===== src/pkg/lbpc_pkg.sv =====
// Notes on behaviour
// - Source field code 0 selects the fast oscillator, code 1 the slow one, 2 and 3 reserved, reset 0.
// - On the fast oscillator, ratio codes 0 to 6 divide by 64 up to 4096, code 7 is reserved, reset 0.
// - On the slow oscillator, ratio codes 0 to 3 divide by 8 up to 64, codes 4 to 7 are reserved.
// - The enable bit resets to 0 with the clock held off, 1 passes the divided clock, 0 stops it.
// - The reference select bit picks the lower level at 0 and the higher level at 1, reset 0.
// - Each regulator's strong-mode bit at 1 commands that regulator into protection mode.
// - The three registers decode at addresses 0x5071, 0x50A3 and 0x5120; here word indices, decoded at byte addresses 0x141C4, 0x1428C and 0x14480.
// - The core regulator always runs and only its protection mode is programmable.
// - Each register is an 8-bit device moved in a single bus access.
// - Booster control holds ratio in bits 6..4, source in bits 3..2, enable in bit 0, bits 7 and 1 read 0.
// - LCD regulator control holds strong mode in bit 4 and reference select in bit 0, others read 0.
package lbpc_pkg;

  // Register indices; one aligned word each, so byte address is four times the index
  localparam logic [15:0] LBPC_BCLK_IDX  = 16'h5071;
  localparam logic [15:0] LBPC_VREG_IDX  = 16'h50A3;
  localparam logic [15:0] LBPC_CORE_IDX  = 16'h5120;

  // Byte addresses of the registers
  localparam logic [17:0] LBPC_BCLK_ADDR = {LBPC_BCLK_IDX, 2'b00};
  localparam logic [17:0] LBPC_VREG_ADDR = {LBPC_VREG_IDX, 2'b00};
  localparam logic [17:0] LBPC_CORE_ADDR = {LBPC_CORE_IDX, 2'b00};

  // Field positions
  localparam int LBPC_DIV_LSB  = 4;
  localparam int LBPC_SRC_LSB  = 2;
  localparam int LBPC_ON_BIT   = 0;
  localparam int LBPC_LSTR_BIT = 4;
  localparam int LBPC_REF_BIT  = 0;
  localparam int LBPC_CSTR_BIT = 5;

  // Reset values
  localparam logic [2:0] LBPC_DIV_RST = 3'h0;
  localparam logic [1:0] LBPC_SRC_RST = 2'h0;

  // Source codes
  localparam logic [1:0] LBPC_SRC_FAST = 2'h0;
  localparam logic [1:0] LBPC_SRC_SLOW = 2'h1;

  // Divide exponents at code 0: 2^6 fast, 2^3 slow
  localparam logic [3:0] LBPC_FAST_EXP0 = 4'h6;
  localparam logic [3:0] LBPC_SLOW_EXP0 = 4'h3;
  localparam logic [2:0] LBPC_FAST_MAXC = 3'h6;
  localparam logic [2:0] LBPC_SLOW_MAXC = 3'h3;

  // Control fields
  typedef struct packed {
    logic [2:0] div_sel;
    logic [1:0] src_sel;
    logic       clk_on;
  } lbpc_bclk_s;

  // Regulator commands
  typedef struct packed {
    logic ref_level_sel;
    logic lcd_reg_strong_mode;
    logic core_reg_strong_mode;
  } lbpc_reg_s;

endpackage


===== src/hdl/lbpc_divider.sv =====
`timescale 1ns/1ns
module lbpc_divider (
  input  wire logic              pclk,
  input  wire logic              presetn,
  input  wire lbpc_pkg::lbpc_bclk_s cfg,
  input  wire logic              fast_tick,
  input  wire logic              slow_tick,
  output logic                   div_out
);
  import lbpc_pkg::*;

  logic [11:0] cnt_r;
  logic [3:0]  exp_w;
  logic        valid_w;
  logic        tick_w;

  // Exponent of the division and reserved-code detection
  always_comb begin
    exp_w   = 4'h0;
    valid_w = 1'b0;
    tick_w  = 1'b0;
    if (cfg.src_sel == LBPC_SRC_FAST) begin
      exp_w   = LBPC_FAST_EXP0 + {1'b0, cfg.div_sel};
      valid_w = (cfg.div_sel <= LBPC_FAST_MAXC);
      tick_w  = fast_tick;
    end else if (cfg.src_sel == LBPC_SRC_SLOW) begin
      exp_w   = LBPC_SLOW_EXP0 + {1'b0, cfg.div_sel};
      valid_w = (cfg.div_sel <= LBPC_SLOW_MAXC);
      tick_w  = slow_tick;
    end
  end

  // Synchronous counter stepped by source edges; held clear when off or reserved
  always_ff @(posedge pclk or negedge presetn) begin
    if (!presetn) begin
      cnt_r <= 12'h000;
    end else if (!cfg.clk_on || !valid_w) begin
      cnt_r <= 12'h000;
    end else if (tick_w) begin
      cnt_r <= cnt_r + 12'h001;
    end
  end

  // Output is the counter bit one below the exponent: period 2^exp edges
  always_ff @(posedge pclk or negedge presetn) begin
    if (!presetn) begin
      div_out <= 1'b0;
    end else if (!cfg.clk_on || !valid_w) begin
      div_out <= 1'b0;
    end else begin
      div_out <= cnt_r[exp_w - 4'h1];
    end
  end

endmodule


===== src/hdl/lbpc_top.sv =====
// Register access over APB was chosen for this implementation.
`timescale 1ns/1ns
module lbpc_top (
  input  wire logic        pclk,
  input  wire logic        presetn,
  input  wire logic        psel,
  input  wire logic        penable,
  input  wire logic        pwrite,
  input  wire logic [17:0] paddr,
  input  wire logic [31:0] pwdata,
  output logic [31:0]      prdata,
  output logic             pready,
  output logic             pslverr,
  input  wire logic        fast_osc_b,
  input  wire logic        slow_osc_a,
  output logic             booster_clk,
  output logic             ref_level_sel,
  output logic             lcd_reg_strong_mode,
  output logic             core_reg_strong_mode
);
  import lbpc_pkg::*;

  ////////////////////////////////////////////////////////////////////////
  // Oscillator synchronisers and edge detect

  logic [1:0]  fast_sync_r;
  logic [1:0]  slow_sync_r;
  logic        fast_last_r;
  logic        slow_last_r;
  logic        fast_tick;
  logic        slow_tick;

  // Two flops before use; edge detector reads only the second
  always_ff @(posedge pclk or negedge presetn) begin
    if (!presetn) begin
      fast_sync_r <= 2'h0;
      slow_sync_r <= 2'h0;
      fast_last_r <= 1'b0;
      slow_last_r <= 1'b0;
    end else begin
      fast_sync_r <= {fast_sync_r[0], fast_osc_b};
      slow_sync_r <= {slow_sync_r[0], slow_osc_a};
      fast_last_r <= fast_sync_r[1];
      slow_last_r <= slow_sync_r[1];
    end
  end

  // Rising edges; source must run below half of pclk
  assign fast_tick = fast_sync_r[1] & ~fast_last_r;
  assign slow_tick = slow_sync_r[1] & ~slow_last_r;

  ////////////////////////////////////////////////////////////////////////
  // Register file

  lbpc_bclk_s bclk_r;
  lbpc_reg_s  reg_r;
  logic       wr_en;
  logic       hit_bclk;
  logic       hit_vreg;
  logic       hit_core;
  logic       hit_any;
  logic [7:0] rd_byte;

  // Address decode, one byte per access
  assign hit_bclk = (paddr == LBPC_BCLK_ADDR);
  assign hit_vreg = (paddr == LBPC_VREG_ADDR);
  assign hit_core = (paddr == LBPC_CORE_ADDR);
  assign hit_any  = hit_bclk | hit_vreg | hit_core;
  assign wr_en    = psel & penable & pwrite & hit_any;

  // Booster control fields
  always_ff @(posedge pclk or negedge presetn) begin
    if (!presetn) begin
      bclk_r.div_sel <= LBPC_DIV_RST;
      bclk_r.src_sel <= LBPC_SRC_RST;
      bclk_r.clk_on  <= 1'b0;
    end else if (wr_en && hit_bclk) begin
      bclk_r.div_sel <= pwdata[LBPC_DIV_LSB +: 3];
      bclk_r.src_sel <= pwdata[LBPC_SRC_LSB +: 2];
      bclk_r.clk_on  <= pwdata[LBPC_ON_BIT];
    end
  end

  // Regulator control bits; core regulator has no off bit
  always_ff @(posedge pclk or negedge presetn) begin
    if (!presetn) begin
      reg_r <= '0;
    end else if (wr_en && hit_vreg) begin
      reg_r.ref_level_sel       <= pwdata[LBPC_REF_BIT];
      reg_r.lcd_reg_strong_mode <= pwdata[LBPC_LSTR_BIT];
    end else if (wr_en && hit_core) begin
      reg_r.core_reg_strong_mode <= pwdata[LBPC_CSTR_BIT];
    end
  end

  // Read mux; reserved bits read zero
  always_comb begin
    rd_byte = 8'h00;
    if (hit_bclk) begin
      rd_byte[LBPC_DIV_LSB +: 3] = bclk_r.div_sel;
      rd_byte[LBPC_SRC_LSB +: 2] = bclk_r.src_sel;
      rd_byte[LBPC_ON_BIT]       = bclk_r.clk_on;
    end else if (hit_vreg) begin
      rd_byte[LBPC_REF_BIT]  = reg_r.ref_level_sel;
      rd_byte[LBPC_LSTR_BIT] = reg_r.lcd_reg_strong_mode;
    end else if (hit_core) begin
      rd_byte[LBPC_CSTR_BIT] = reg_r.core_reg_strong_mode;
    end
  end

  // APB answer: zero wait; registered so outputs come from flops
  always_ff @(posedge pclk or negedge presetn) begin
    if (!presetn) begin
      pready  <= 1'b0;
      prdata  <= 32'h0000_0000;
      pslverr <= 1'b0;
    end else begin
      pready  <= psel & ~penable;
      pslverr <= psel & ~penable & ~hit_any;
      prdata  <= (psel & ~penable & ~pwrite) ? {24'h00_0000, rd_byte} : 32'h0000_0000;
    end
  end

  ////////////////////////////////////////////////////////////////////////
  // Divider and outputs

  logic div_w;

  lbpc_divider u_div (
    .pclk      (pclk),
    .presetn   (presetn),
    .cfg       (bclk_r),
    .fast_tick (fast_tick),
    .slow_tick (slow_tick),
    .div_out   (div_w)
  );

  // Outputs from flops
  always_ff @(posedge pclk or negedge presetn) begin
    if (!presetn) begin
      booster_clk          <= 1'b0;
      ref_level_sel        <= 1'b0;
      lcd_reg_strong_mode  <= 1'b0;
      core_reg_strong_mode <= 1'b0;
    end else begin
      booster_clk          <= div_w & bclk_r.clk_on;
      ref_level_sel        <= reg_r.ref_level_sel;
      lcd_reg_strong_mode  <= reg_r.lcd_reg_strong_mode;
      core_reg_strong_mode <= reg_r.core_reg_strong_mode;
    end
  end

  ////////////////////////////////////////////////////////////////////////
  // Checks

  chk_off_low: assert property (@(posedge pclk) disable iff (!presetn)
    !bclk_r.clk_on |=> ##1 !booster_clk) else $error("booster clock ran while off");
  chk_ref_follow: assert property (@(posedge pclk) disable iff (!presetn)
    wr_en && hit_vreg |=> ##1 ref_level_sel == $past(pwdata[0], 2))
    else $error("reference select lag wrong");
  chk_lcd_strong: assert property (@(posedge pclk) disable iff (!presetn)
    wr_en && hit_vreg |=> ##1 lcd_reg_strong_mode == $past(pwdata[4], 2))
    else $error("lcd strong mode wrong");
  chk_core_strong: assert property (@(posedge pclk) disable iff (!presetn)
    wr_en && hit_core |=> ##1 core_reg_strong_mode == $past(pwdata[5], 2))
    else $error("core strong mode wrong");
  chk_cnt_held: assert property (@(posedge pclk) disable iff (!presetn)
    !bclk_r.clk_on |=> u_div.cnt_r == 12'h000) else $error("counter not held");
  chk_reserved_off: assert property (@(posedge pclk) disable iff (!presetn)
    bclk_r.src_sel == LBPC_SRC_FAST && bclk_r.div_sel == 3'h7 |=> ##1 !booster_clk)
    else $error("reserved ratio produced clock");
  chk_slow_rsv: assert property (@(posedge pclk) disable iff (!presetn)
    bclk_r.src_sel == LBPC_SRC_SLOW && bclk_r.div_sel[2] |=> ##1 !booster_clk)
    else $error("reserved slow ratio produced clock");
  chk_read_zero: assert property (@(posedge pclk) disable iff (!presetn)
    psel && !penable && !pwrite && hit_bclk |=> prdata[7] == 1'b0 && prdata[1] == 1'b0
      && pready) else $error("reserved bits nonzero");
  chk_unmapped: assert property (@(posedge pclk) disable iff (!presetn)
    psel && !penable && !hit_any |=> pslverr) else $error("unmapped not flagged");

  // Error only ever answers a setup that missed every register
  chk_err_cause: assert property (@(posedge pclk) disable iff (!presetn)
    pslverr |-> $past(psel && !penable && !hit_any))
    else $error("error flagged on a mapped address");

  // A write to a hole must leave every register alone
  chk_no_wr_miss: assert property (@(posedge pclk) disable iff (!presetn)
    psel && penable && pwrite && !hit_any |=> $stable(bclk_r) && $stable(reg_r))
    else $error("unmapped write changed a register");

  // Registers only move in an access cycle; setup alone must not write
  chk_wr_quiet: assert property (@(posedge pclk) disable iff (!presetn)
    !(psel && penable) |=> $stable(bclk_r) && $stable(reg_r))
    else $error("register moved outside an access");

  // Ready answers exactly one access cycle
  chk_pready_once: assert property (@(posedge pclk) disable iff (!presetn)
    pready |=> !pready) else $error("ready stood longer than one cycle");

  // Byte-wide device: the upper lanes always read zero
  chk_upper_zero: assert property (@(posedge pclk) disable iff (!presetn)
    pready |-> prdata[31:8] == 24'h00_0000) else $error("read data above one byte");

  // Booster control write lands whole, in its own field positions
  chk_bclk_store: assert property (@(posedge pclk) disable iff (!presetn)
    wr_en && hit_bclk |=>
      bclk_r == {$past(pwdata[6:4]), $past(pwdata[3:2]), $past(pwdata[0])})
    else $error("booster control fields stored wrong");

  // Booster control read returns the stored fields
  chk_bclk_read: assert property (@(posedge pclk) disable iff (!presetn)
    psel && !penable && !pwrite && hit_bclk |=>
      prdata[6:0] == {$past(bclk_r.div_sel), $past(bclk_r.src_sel), 1'b0,
                      $past(bclk_r.clk_on)})
    else $error("booster control read wrong");

  // Regulator control: only bits 4 and 0 exist
  chk_vreg_zero: assert property (@(posedge pclk) disable iff (!presetn)
    psel && !penable && !pwrite && hit_vreg |=>
      prdata[7:5] == 3'h0 && prdata[3:1] == 3'h0)
    else $error("reserved regulator bits nonzero");

  chk_vreg_read: assert property (@(posedge pclk) disable iff (!presetn)
    psel && !penable && !pwrite && hit_vreg |=>
      prdata[4] == $past(reg_r.lcd_reg_strong_mode) && prdata[0] == $past(reg_r.ref_level_sel))
    else $error("regulator control read wrong");

  // Core control: no off bit, the strong bit is all there is
  chk_core_zero: assert property (@(posedge pclk) disable iff (!presetn)
    psel && !penable && !pwrite && hit_core |=>
      prdata[7:6] == 2'h0 && prdata[4:0] == 5'h00
      && prdata[5] == $past(reg_r.core_reg_strong_mode))
    else $error("core control read wrong");

  // Reserved source codes keep the booster quiet
  chk_src_rsv: assert property (@(posedge pclk) disable iff (!presetn)
    bclk_r.src_sel[1] |=> ##1 !booster_clk) else $error("reserved source produced clock");

  // A rise needs the enable standing when it was launched
  chk_rise_on: assert property (@(posedge pclk) disable iff (!presetn)
    $rose(booster_clk) |-> $past(bclk_r.clk_on)) else $error("booster rose while disabled");

  // Divider output itself is held low while off, not only the gated pin
  chk_div_held: assert property (@(posedge pclk) disable iff (!presetn)
    !bclk_r.clk_on |=> !u_div.div_out) else $error("divider output ran while off");

  ////////////////////////////////////////////////////////////////////////
  // Booster rise spacing monitor

  logic [3:0] rise_gap_r;
  logic       booster_last_r;
  logic       cfg_wr_seen_r;
  logic       booster_rise;

  // Pin edge; the pin's idle level is low so reset value matches
  assign booster_rise = booster_clk & ~booster_last_r;

  // Cycles since the last rise, saturating; fifteen is enough to prove
  // the shortest legal period of eight source edges at two pclk each
  always_ff @(posedge pclk or negedge presetn) begin
    if (!presetn) begin
      rise_gap_r     <= 4'hF;
      booster_last_r <= 1'b0;
    end else begin
      booster_last_r <= booster_clk;
      if (booster_rise) begin
        rise_gap_r <= 4'h0;
      end else if (rise_gap_r != 4'hF) begin
        rise_gap_r <= rise_gap_r + 4'h1;
      end
    end
  end

  // A config write can shift the phase, so that period is exempt; a write
  // in the cycle of a rise wins over the clear
  always_ff @(posedge pclk or negedge presetn) begin
    if (!presetn) begin
      cfg_wr_seen_r <= 1'b0;
    end else if (wr_en && hit_bclk) begin
      cfg_wr_seen_r <= 1'b1;
    end else if (booster_rise) begin
      cfg_wr_seen_r <= 1'b0;
    end
  end

  // With a steady config no two rises come closer than sixteen cycles
  chk_rise_gap: assert property (@(posedge pclk) disable iff (!presetn)
    booster_rise && !cfg_wr_seen_r |-> rise_gap_r == 4'hF)
    else $error("booster period shorter than any legal ratio");

  cov_enable: cover property (@(posedge pclk) disable iff (!presetn) $rose(booster_clk));
  cov_slow: cover property (@(posedge pclk) disable iff (!presetn)
    bclk_r.src_sel == LBPC_SRC_SLOW && booster_clk);
  cov_core: cover property (@(posedge pclk) disable iff (!presetn) core_reg_strong_mode);
  cov_miss: cover property (@(posedge pclk) disable iff (!presetn) pslverr);
  cov_rsv_on: cover property (@(posedge pclk) disable iff (!presetn)
    bclk_r.clk_on && bclk_r.div_sel == 3'h7);

endmodule


===== config.mk =====
export PLATFORM = sky130hd
export DESIGN_NAME = lbpc_top
export DESIGN_NICKNAME = d
export VERILOG_FILES = /design/src/pkg/lbpc_pkg.sv /design/src/hdl/lbpc_divider.sv /design/src/hdl/lbpc_top.sv
export SDC_FILE = /design/constraint.sdc
export NUM_CORES = 1
export LEC_CHECK = 0
export ABC_AREA = 0
export BUFFER_PORTS_ARGS = -buffer_cell sky130_fd_sc_hd__buf_2
export CAP_MARGIN = 20
export CELL_PAD_IN_SITES_DETAIL_PLACEMENT = 2
export CELL_PAD_IN_SITES_GLOBAL_PLACEMENT = 2
export CORE_ASPECT_RATIO = 1.2
export CORE_MARGIN = 4
export CORE_UTILIZATION = 29
export CTS_CLUSTER_DIAMETER = 150
export DETAILED_ROUTE_END_ITERATION = 10
export HOLD_SLACK_MARGIN = 0.08
export PLACE_DENSITY_LB_ADDON = 0.1
export SLEW_MARGIN = 10
export SYNTH_ARGS = -nofsm -noshare
export SYNTH_HDL_FRONTEND = slang
export SYNTH_SLANG_ARGS = --single-unit

===== constraint.sdc =====
create_clock -name pclk -period 3.2 [get_ports pclk]
set_clock_uncertainty 0.2 [all_clocks]
set_input_delay 0.48 -clock pclk [delete_from_list [all_inputs] [get_ports pclk]]
set_output_delay 0.48 -clock pclk [all_outputs]
set_load 0.005 [all_outputs]

* After elaboration in Yosys (flattened, before gate mapping)
Cells that the tools add are included.
** Cells by class
- Eq/ne operators :: 4
- Order comparisons :: 3
- Add/subtract/negate cells :: 4
- Reductions and logical operators :: 9
- Mux-type cells :: 20
- Bitwise logic cells :: 17
** Operators with widths (number)
- 18-bit by 17-bit equality test with 1-bit output, second input constant :: 3
- 12-bit 2-to-1 mux :: 2
- 12-bit by 1-bit adder with 12-bit output, second input constant :: 1
- 1-bit 2-to-1 mux :: 12
- 1-bit bitwise AND :: 9
- 4-bit 2-to-1 mux :: 2
- 7-bit 2-to-1 mux :: 1
- 1-bit NOT :: 6
- 4-bit by 5-bit less-than comparator with 1-bit output, second input constant :: 1
- 2-bit by 3-bit adder with 4-bit output, first input constant :: 1
- 3-bit by 3-bit adder with 4-bit output, first input constant :: 1
- 1-bit binary-select mux with 4-bit select :: 1
- 2-bit 2-to-1 mux :: 2
- 4-bit by 1-bit subtractor with 4-bit output, second input constant :: 1
- 3-bit by 2-bit <= comparator with 1-bit output, second input constant :: 1
- 3-bit <= comparator, second input constant :: 1
- 1-bit logical AND :: 3
- 2-bit by 1-bit equality test with 1-bit output, second input constant :: 1
- 1-bit logical NOT :: 2
- 2-bit logical NOT :: 1
- 1-bit bitwise OR :: 2
- 2-bit AND reduction :: 1
- 2-bit nonzero test :: 1
- 1-bit logical OR :: 1
** Storage, ports and cells
- Bits in registers :: 41
- Logic and storage cells :: 76

* Longest topological paths before layout
- Depth after elaboration :: 7
- Depth in mapped cells :: 9
- Gate-level depth less buffers :: 9

* Modules after synthesis
A second synthesis with hierarchy kept.
** Second synthesis, totals
- Cell total of the unflattened synthesis :: 196
- Area, all modules :: 2224.6 um^2
** Modules (own cells, without submodules)
- lbpc_top :: sequential area each 675.6 um^2, area each 1238.7 um^2, instances 1, cells each 96
- lbpc_divider :: sequential area each 325.3 um^2, area each 985.9 um^2, instances 1, cells each 100

* Least setup slack after synthesis
Ideal clock, no wire load.
- Kind :: reg-to-reg
- Start point :: register bclk_r[4] in the netlist's numbering
- End point :: register u_div.div_out
- Buffers on the path :: 0
- Path slack :: 0.681 ns
- Required time :: 2.870 ns
- Stages on the path, launching flop included :: 10
- Arrival :: 2.189 ns
- Cells stage by stage :: dfrtp_1 inv_1 ha_1 nand2_1 o211a_1 inv_1 ha_1 mux4_2 a211oi_1 a211oi_1
** Between the ends
- Word-level cells in the longest chain between the ends :: 7
- Elaborated cells on any way between the ends :: 14
- Those cells by class :: add/sub (3); order compare (2); mux (7); reduce/logical (2)
** Ends and longest elaborated chain
- start, declared :: RTL line lbpc_top.sv:55 : lbpc_bclk_s bclk_r;
- 2-bit by 3-bit adder with 4-bit output :: RTL line lbpc_divider.sv:27 : exp_w = LBPC_SLOW_EXP0 + {1'b0, cfg.div_sel};
- 4-bit 2-to-1 mux :: RTL line lbpc_divider.sv:26 : end else if (cfg.src_sel == LBPC_SRC_SLOW) begin
- 4-bit 2-to-1 mux :: RTL line lbpc_divider.sv:22 : if (cfg.src_sel == LBPC_SRC_FAST) begin
- 4-bit by 1-bit subtractor with 4-bit output :: RTL line lbpc_divider.sv:51 : div_out <= cnt_r[exp_w - 4'h1];
- 1-bit binary-select mux with 4-bit select :: RTL line lbpc_divider.sv:51
- 1-bit 2-to-1 mux (implied by the code) :: RTL line lbpc_divider.sv:51
- 1-bit 2-to-1 mux (*) :: RTL line lbpc_divider.sv:48 : end else if (!cfg.clk_on || !valid_w) begin
- end signal, assigned :: RTL line lbpc_divider.sv:51
- end, declared :: RTL line lbpc_divider.sv:8 : output logic div_out
Every way passes the cells marked *; elsewhere a longest branch is shown, timed or not. The select of a mux whose other input is x is not followed.
A chain may end at the register's enable or synchronous reset.

* Worst setup path in the final report
Ends and elaborated chain as after synthesis.

==> flow_summary_export.csv <==
group,metric,value,unit
status,status,"completed",
cells_and_area,layout_common_cells,"buf_2, dfrtp_1, conb_1",
worst_setup_path,startpoint,"bclk_r[4]",
synthesis,synthAdderAreaFrac,0.0504,
routing,postRouteAntennaNets,0,
cells_and_area,fin_area,2560,µm²
cells_and_area,area_growth,14.5,%
floorplanning,std_cell_rows,34,
hold_path,hold_class,"input pin to asynchronous set/reset pin",
pwr,p_int,0.000707,W
floorplanning,dieHeight,104,µm
sta,hold_viol,0,
pwr,combPwrFrac,0.061,
floorplanning,die_area,9180,µm²
floorplanning,die_x,88.1,µm
placement,hpwl,3960,µm
worst_setup_path,r2r_start,"bclk_r[4]",
placement,pre_cts_ws,0.495,ns
synthesis,yosys_most_used_dff,"dfrtp_1",
clock_tree,worstSkewPairLatency,0.29,ns
sta,setup-violations-final,0,
synthesis,synth_top_family_by_area,"simple AND/OR/NAND/NOR gates",
sta,rsz0062_at_grt,"no",
floorplanning,start_util,0.303,
routing,drtIter0Drc,18,
worst_setup_path,r2r_cells,9,
clock_tree,path_clk_slew,0.08,ns
pwr,p_switching,0.000212,W
synthesis,synthXorXnorAreaFrac,0.0588,
clock_tree,cts_post_setup_buffers_inserted,0,
worst_setup_path,crit_slowest_cell,"mux4_2",
routing,firstDrtPassIters,3,
synthesis,synth.yosys.seq_area_share,0.448,
clock_tree,cts_root_buf,"clkbuf_8",
synthesis,synth-compound-area-share,0.0577,
clock_tree,tritoncts,"done",
synthesis,synthCells,197,
pwr,power.share.sequential,0.557,
synthesis,synth_area,2230,µm²
clock_tree,clk_path_buf_depth,2,
cells_and_area,antenna_cells,0,
worst_setup_path,cp_max_fo,4,
clock_tree,htree_num_levels,2,
global_routing,grt_pass1_vias,1703,
clock_tree,cts_made_buffers,5,
sta,min_period,2.69,ns
worst_setup_path,critPathMaxStageDelay,0.52,ns
routing,vias,1508,
cells_and_area,final_common_cell,"buf_2",
global_routing,grt_max_degree,41,
cells_and_area,final_nets,311,
sta,period_share,0.839,
flow_run,cap_violations,0,
worst_setup_path,critPathCaptureType,"register",
placement,place_area,2460,µm²
synthesis,async_reset_ff_frac,1.00,
worst_setup_path,crit_type,"register to register",
placement,io_buffer_count,42,
cells_and_area,final_cell_count_no_fill,336,
global_routing,antenna_found_initial,0,
synthesis,synth-simple-area-share,0.193,
global_routing,overflow,0,
clock_tree,cts_resized,0,
cells_and_area,fillers,821,
synthesis,synth_cell_types,43,
sta,worstMarginPinSlew,0.885,ns
routing,route.detailed.drc,0,
routing,vias_per_cell,4.49,
synthesis,synth-edff-count,0,
synthesis,synthMuxAreaShare,0.0801,
placement,place_congestion,0.703,
worst_setup_path,r2r-end,"u_div.div_out",
synthesis,synth_warnings,0,
worst_setup_path,cp.required,3.16,ns
floorplanning,coreArea,7360,µm²
pwr,switching_share,0.231,
routing,wl,4990,µm
pwr,p_leak,1.20,nW
worst_setup_path,reg2reg_slack,0.51,ns
pwr,clkPwrFrac,0.382,
clock_tree,cts_sinks,40,
cells_and_area,multi_input_area,1080,µm²
cells_and_area,seqCellArea,1000,µm²
cells_and_area,drive_gt1_frac,0.272,
global_routing,grt_pass1_wl,8580,µm
placement,dp_cells,328,
worst_setup_path,crit_arrival,2.65,ns
sta,max_clock_freq,372,MHz
clock_tree,hold_buffers,0,
sta,fin_tns_setup,0,ns
synthesis,synth_seq_cells,40,
worst_setup_path,crit_path_start_kind,"register",
worst_setup_path,worstPathCellList,"inv_1 -> ha_1 -> nand2_1 -> o211a_1 -> inv_1 -> ha_1 -> mux4_2 -> a211oi_1 -> a211oi_1",
sta,report.final.slew_viol_count,0,
sta,relSlewSlack,0.410,
pwr,ir_worst_vdd,149,µV
routing,wire_per_inst,14.8,µm
sta,fin_ws,0.515,ns
global_routing,grtUsageTotal,0.116,
pwr,p_per_area,359,nW/µm²
floorplanning,ios,95,
synthesis,avgSynthCellArea,11.3,µm²
==> worst max-delay path by stage <==
stage                          to  slack, ns  cells after the start
floorplan           u_div.div_out       0.68                      9
detailed placement  u_div.div_out       0.49                      9
finish              u_div.div_out       0.51                      9
global route        u_div.div_out       0.30                      9
CTS                 u_div.div_out       0.47                      9
global placement    u_div.div_out       0.53                      9
==> cell families after synthesis <==
logic type      Yosys count
compound gates           15
other cells               1
fa+ha+maj                 9
buf+inv                  38
mux                      13
flops                    40
simple gates             66
xor+xnor                 15
==> cell type report <==
class | instances | share of cell area
tap | 90 | 0.0440
sequential | 40 | 0.391
clock inverter | 1 | 0.00294
timing repair buffer | 46 | 0.0939
clock buffer | 7 | 0.0338
inverter | 8 | 0.0117
multi-input combinational | 144 | 0.422
==> power groups by stage <==
stage          registers [W]  logic (W)  clock network (W)
2_1_floorplan       0.000522  0.0000429                  0
3_3_place_gp        0.000521  0.0000565                  0
3_5_place_dp        0.000522  0.0000571                  0
4_1_cts             0.000512  0.0000573           0.000370
5_1_grt             0.000512  0.0000651           0.000386
6_report            0.000511  0.0000562           0.000351
==> worst max-delay path: cells and delay by family, from the launching register on <==
kind,cells,cell delay [ns]
mux,1,0.52
fa+ha+maj,2,0.60
buf+inv,2,0.21
flops,1,0.39
compound gates,3,0.57
simple gates,1,0.06
==> cell usage after synthesis, types with 2 or more instances <==
master / count / area, µm²
nand4_1: 5 / 31.3
buf_2: 2 / 10.0
mux2_1: 9 / 101
xor2_1: 9 / 78.8
a21oi_1: 2 / 10.0
and2_1: 2 / 12.5
dfrtp_1: 40 / 1000
a22oi_1: 3 / 22.5
nor4b_4: 2 / 47.6
nor4_1: 4 / 25.0
nor3_1: 2 / 10.0
nor2b_1: 3 / 18.8
and4_1: 2 / 17.5
inv_1: 8 / 30.0
a211oi_1: 3 / 22.5
ha_1: 9 / 113
nand3_1: 5 / 25.0
xnor2_1: 6 / 52.6
buf_4: 27 / 203
mux4_2: 3 / 67.6
nor2_1: 17 / 63.8
nand2_1: 10 / 37.5
and3_1: 2 / 12.5
nand2b_1: 3 / 18.8
==> per-stage QoR <==
| stage | hold slack [ns] | utilization | total power (W) |
|---|---|---|---|
| after detailed placement | 0.138 | 0.335 | 0.000579 |
| final | 0.0985 | 0.348 | 0.000919 |
| after floorplan | -0.0156 | - | 0.000564 |
| after global placement | 0.132 | 0.335 | 0.000578 |
| after CTS | 0.0858 | 0.348 | 0.000939 |
| after global routing | 0.0884 | 0.348 | 0.000963 |
==> sequential cells by signal, summed over array words and instances, names as in the netlist <==
| register | count |
|---|---|
| u_div.cnt_r | 12 |
| bclk_r | 6 |
| prdata | 6 |
| reg_r | 3 |
| fast_sync_r | 2 |
| slow_sync_r | 2 |
| booster_clk | 1 |
| core_reg_strong_mode | 1 |
| fast_last_r | 1 |
| lcd_reg_strong_mode | 1 |
| pready | 1 |
| pslverr | 1 |
| ref_level_sel | 1 |
| slow_last_r | 1 |
| u_div.div_out | 1 |
==> routing by layer <==
layer / part of all wire / vias up / wire length (µm) / GRT usage
met5: 0 / - / 0 / 0
met3: 0.038 / 4 / 189 / 0.0222
met2: 0.56 / 26 / 2790 / 0.214
met1: 0.40 / 757 / 1980 / 0.135
li1: - / 721 / - / -
met4: 0.0068 / 0 / 34 / 0.0259
Note: power is estimated with default switching activity, not from simulation.
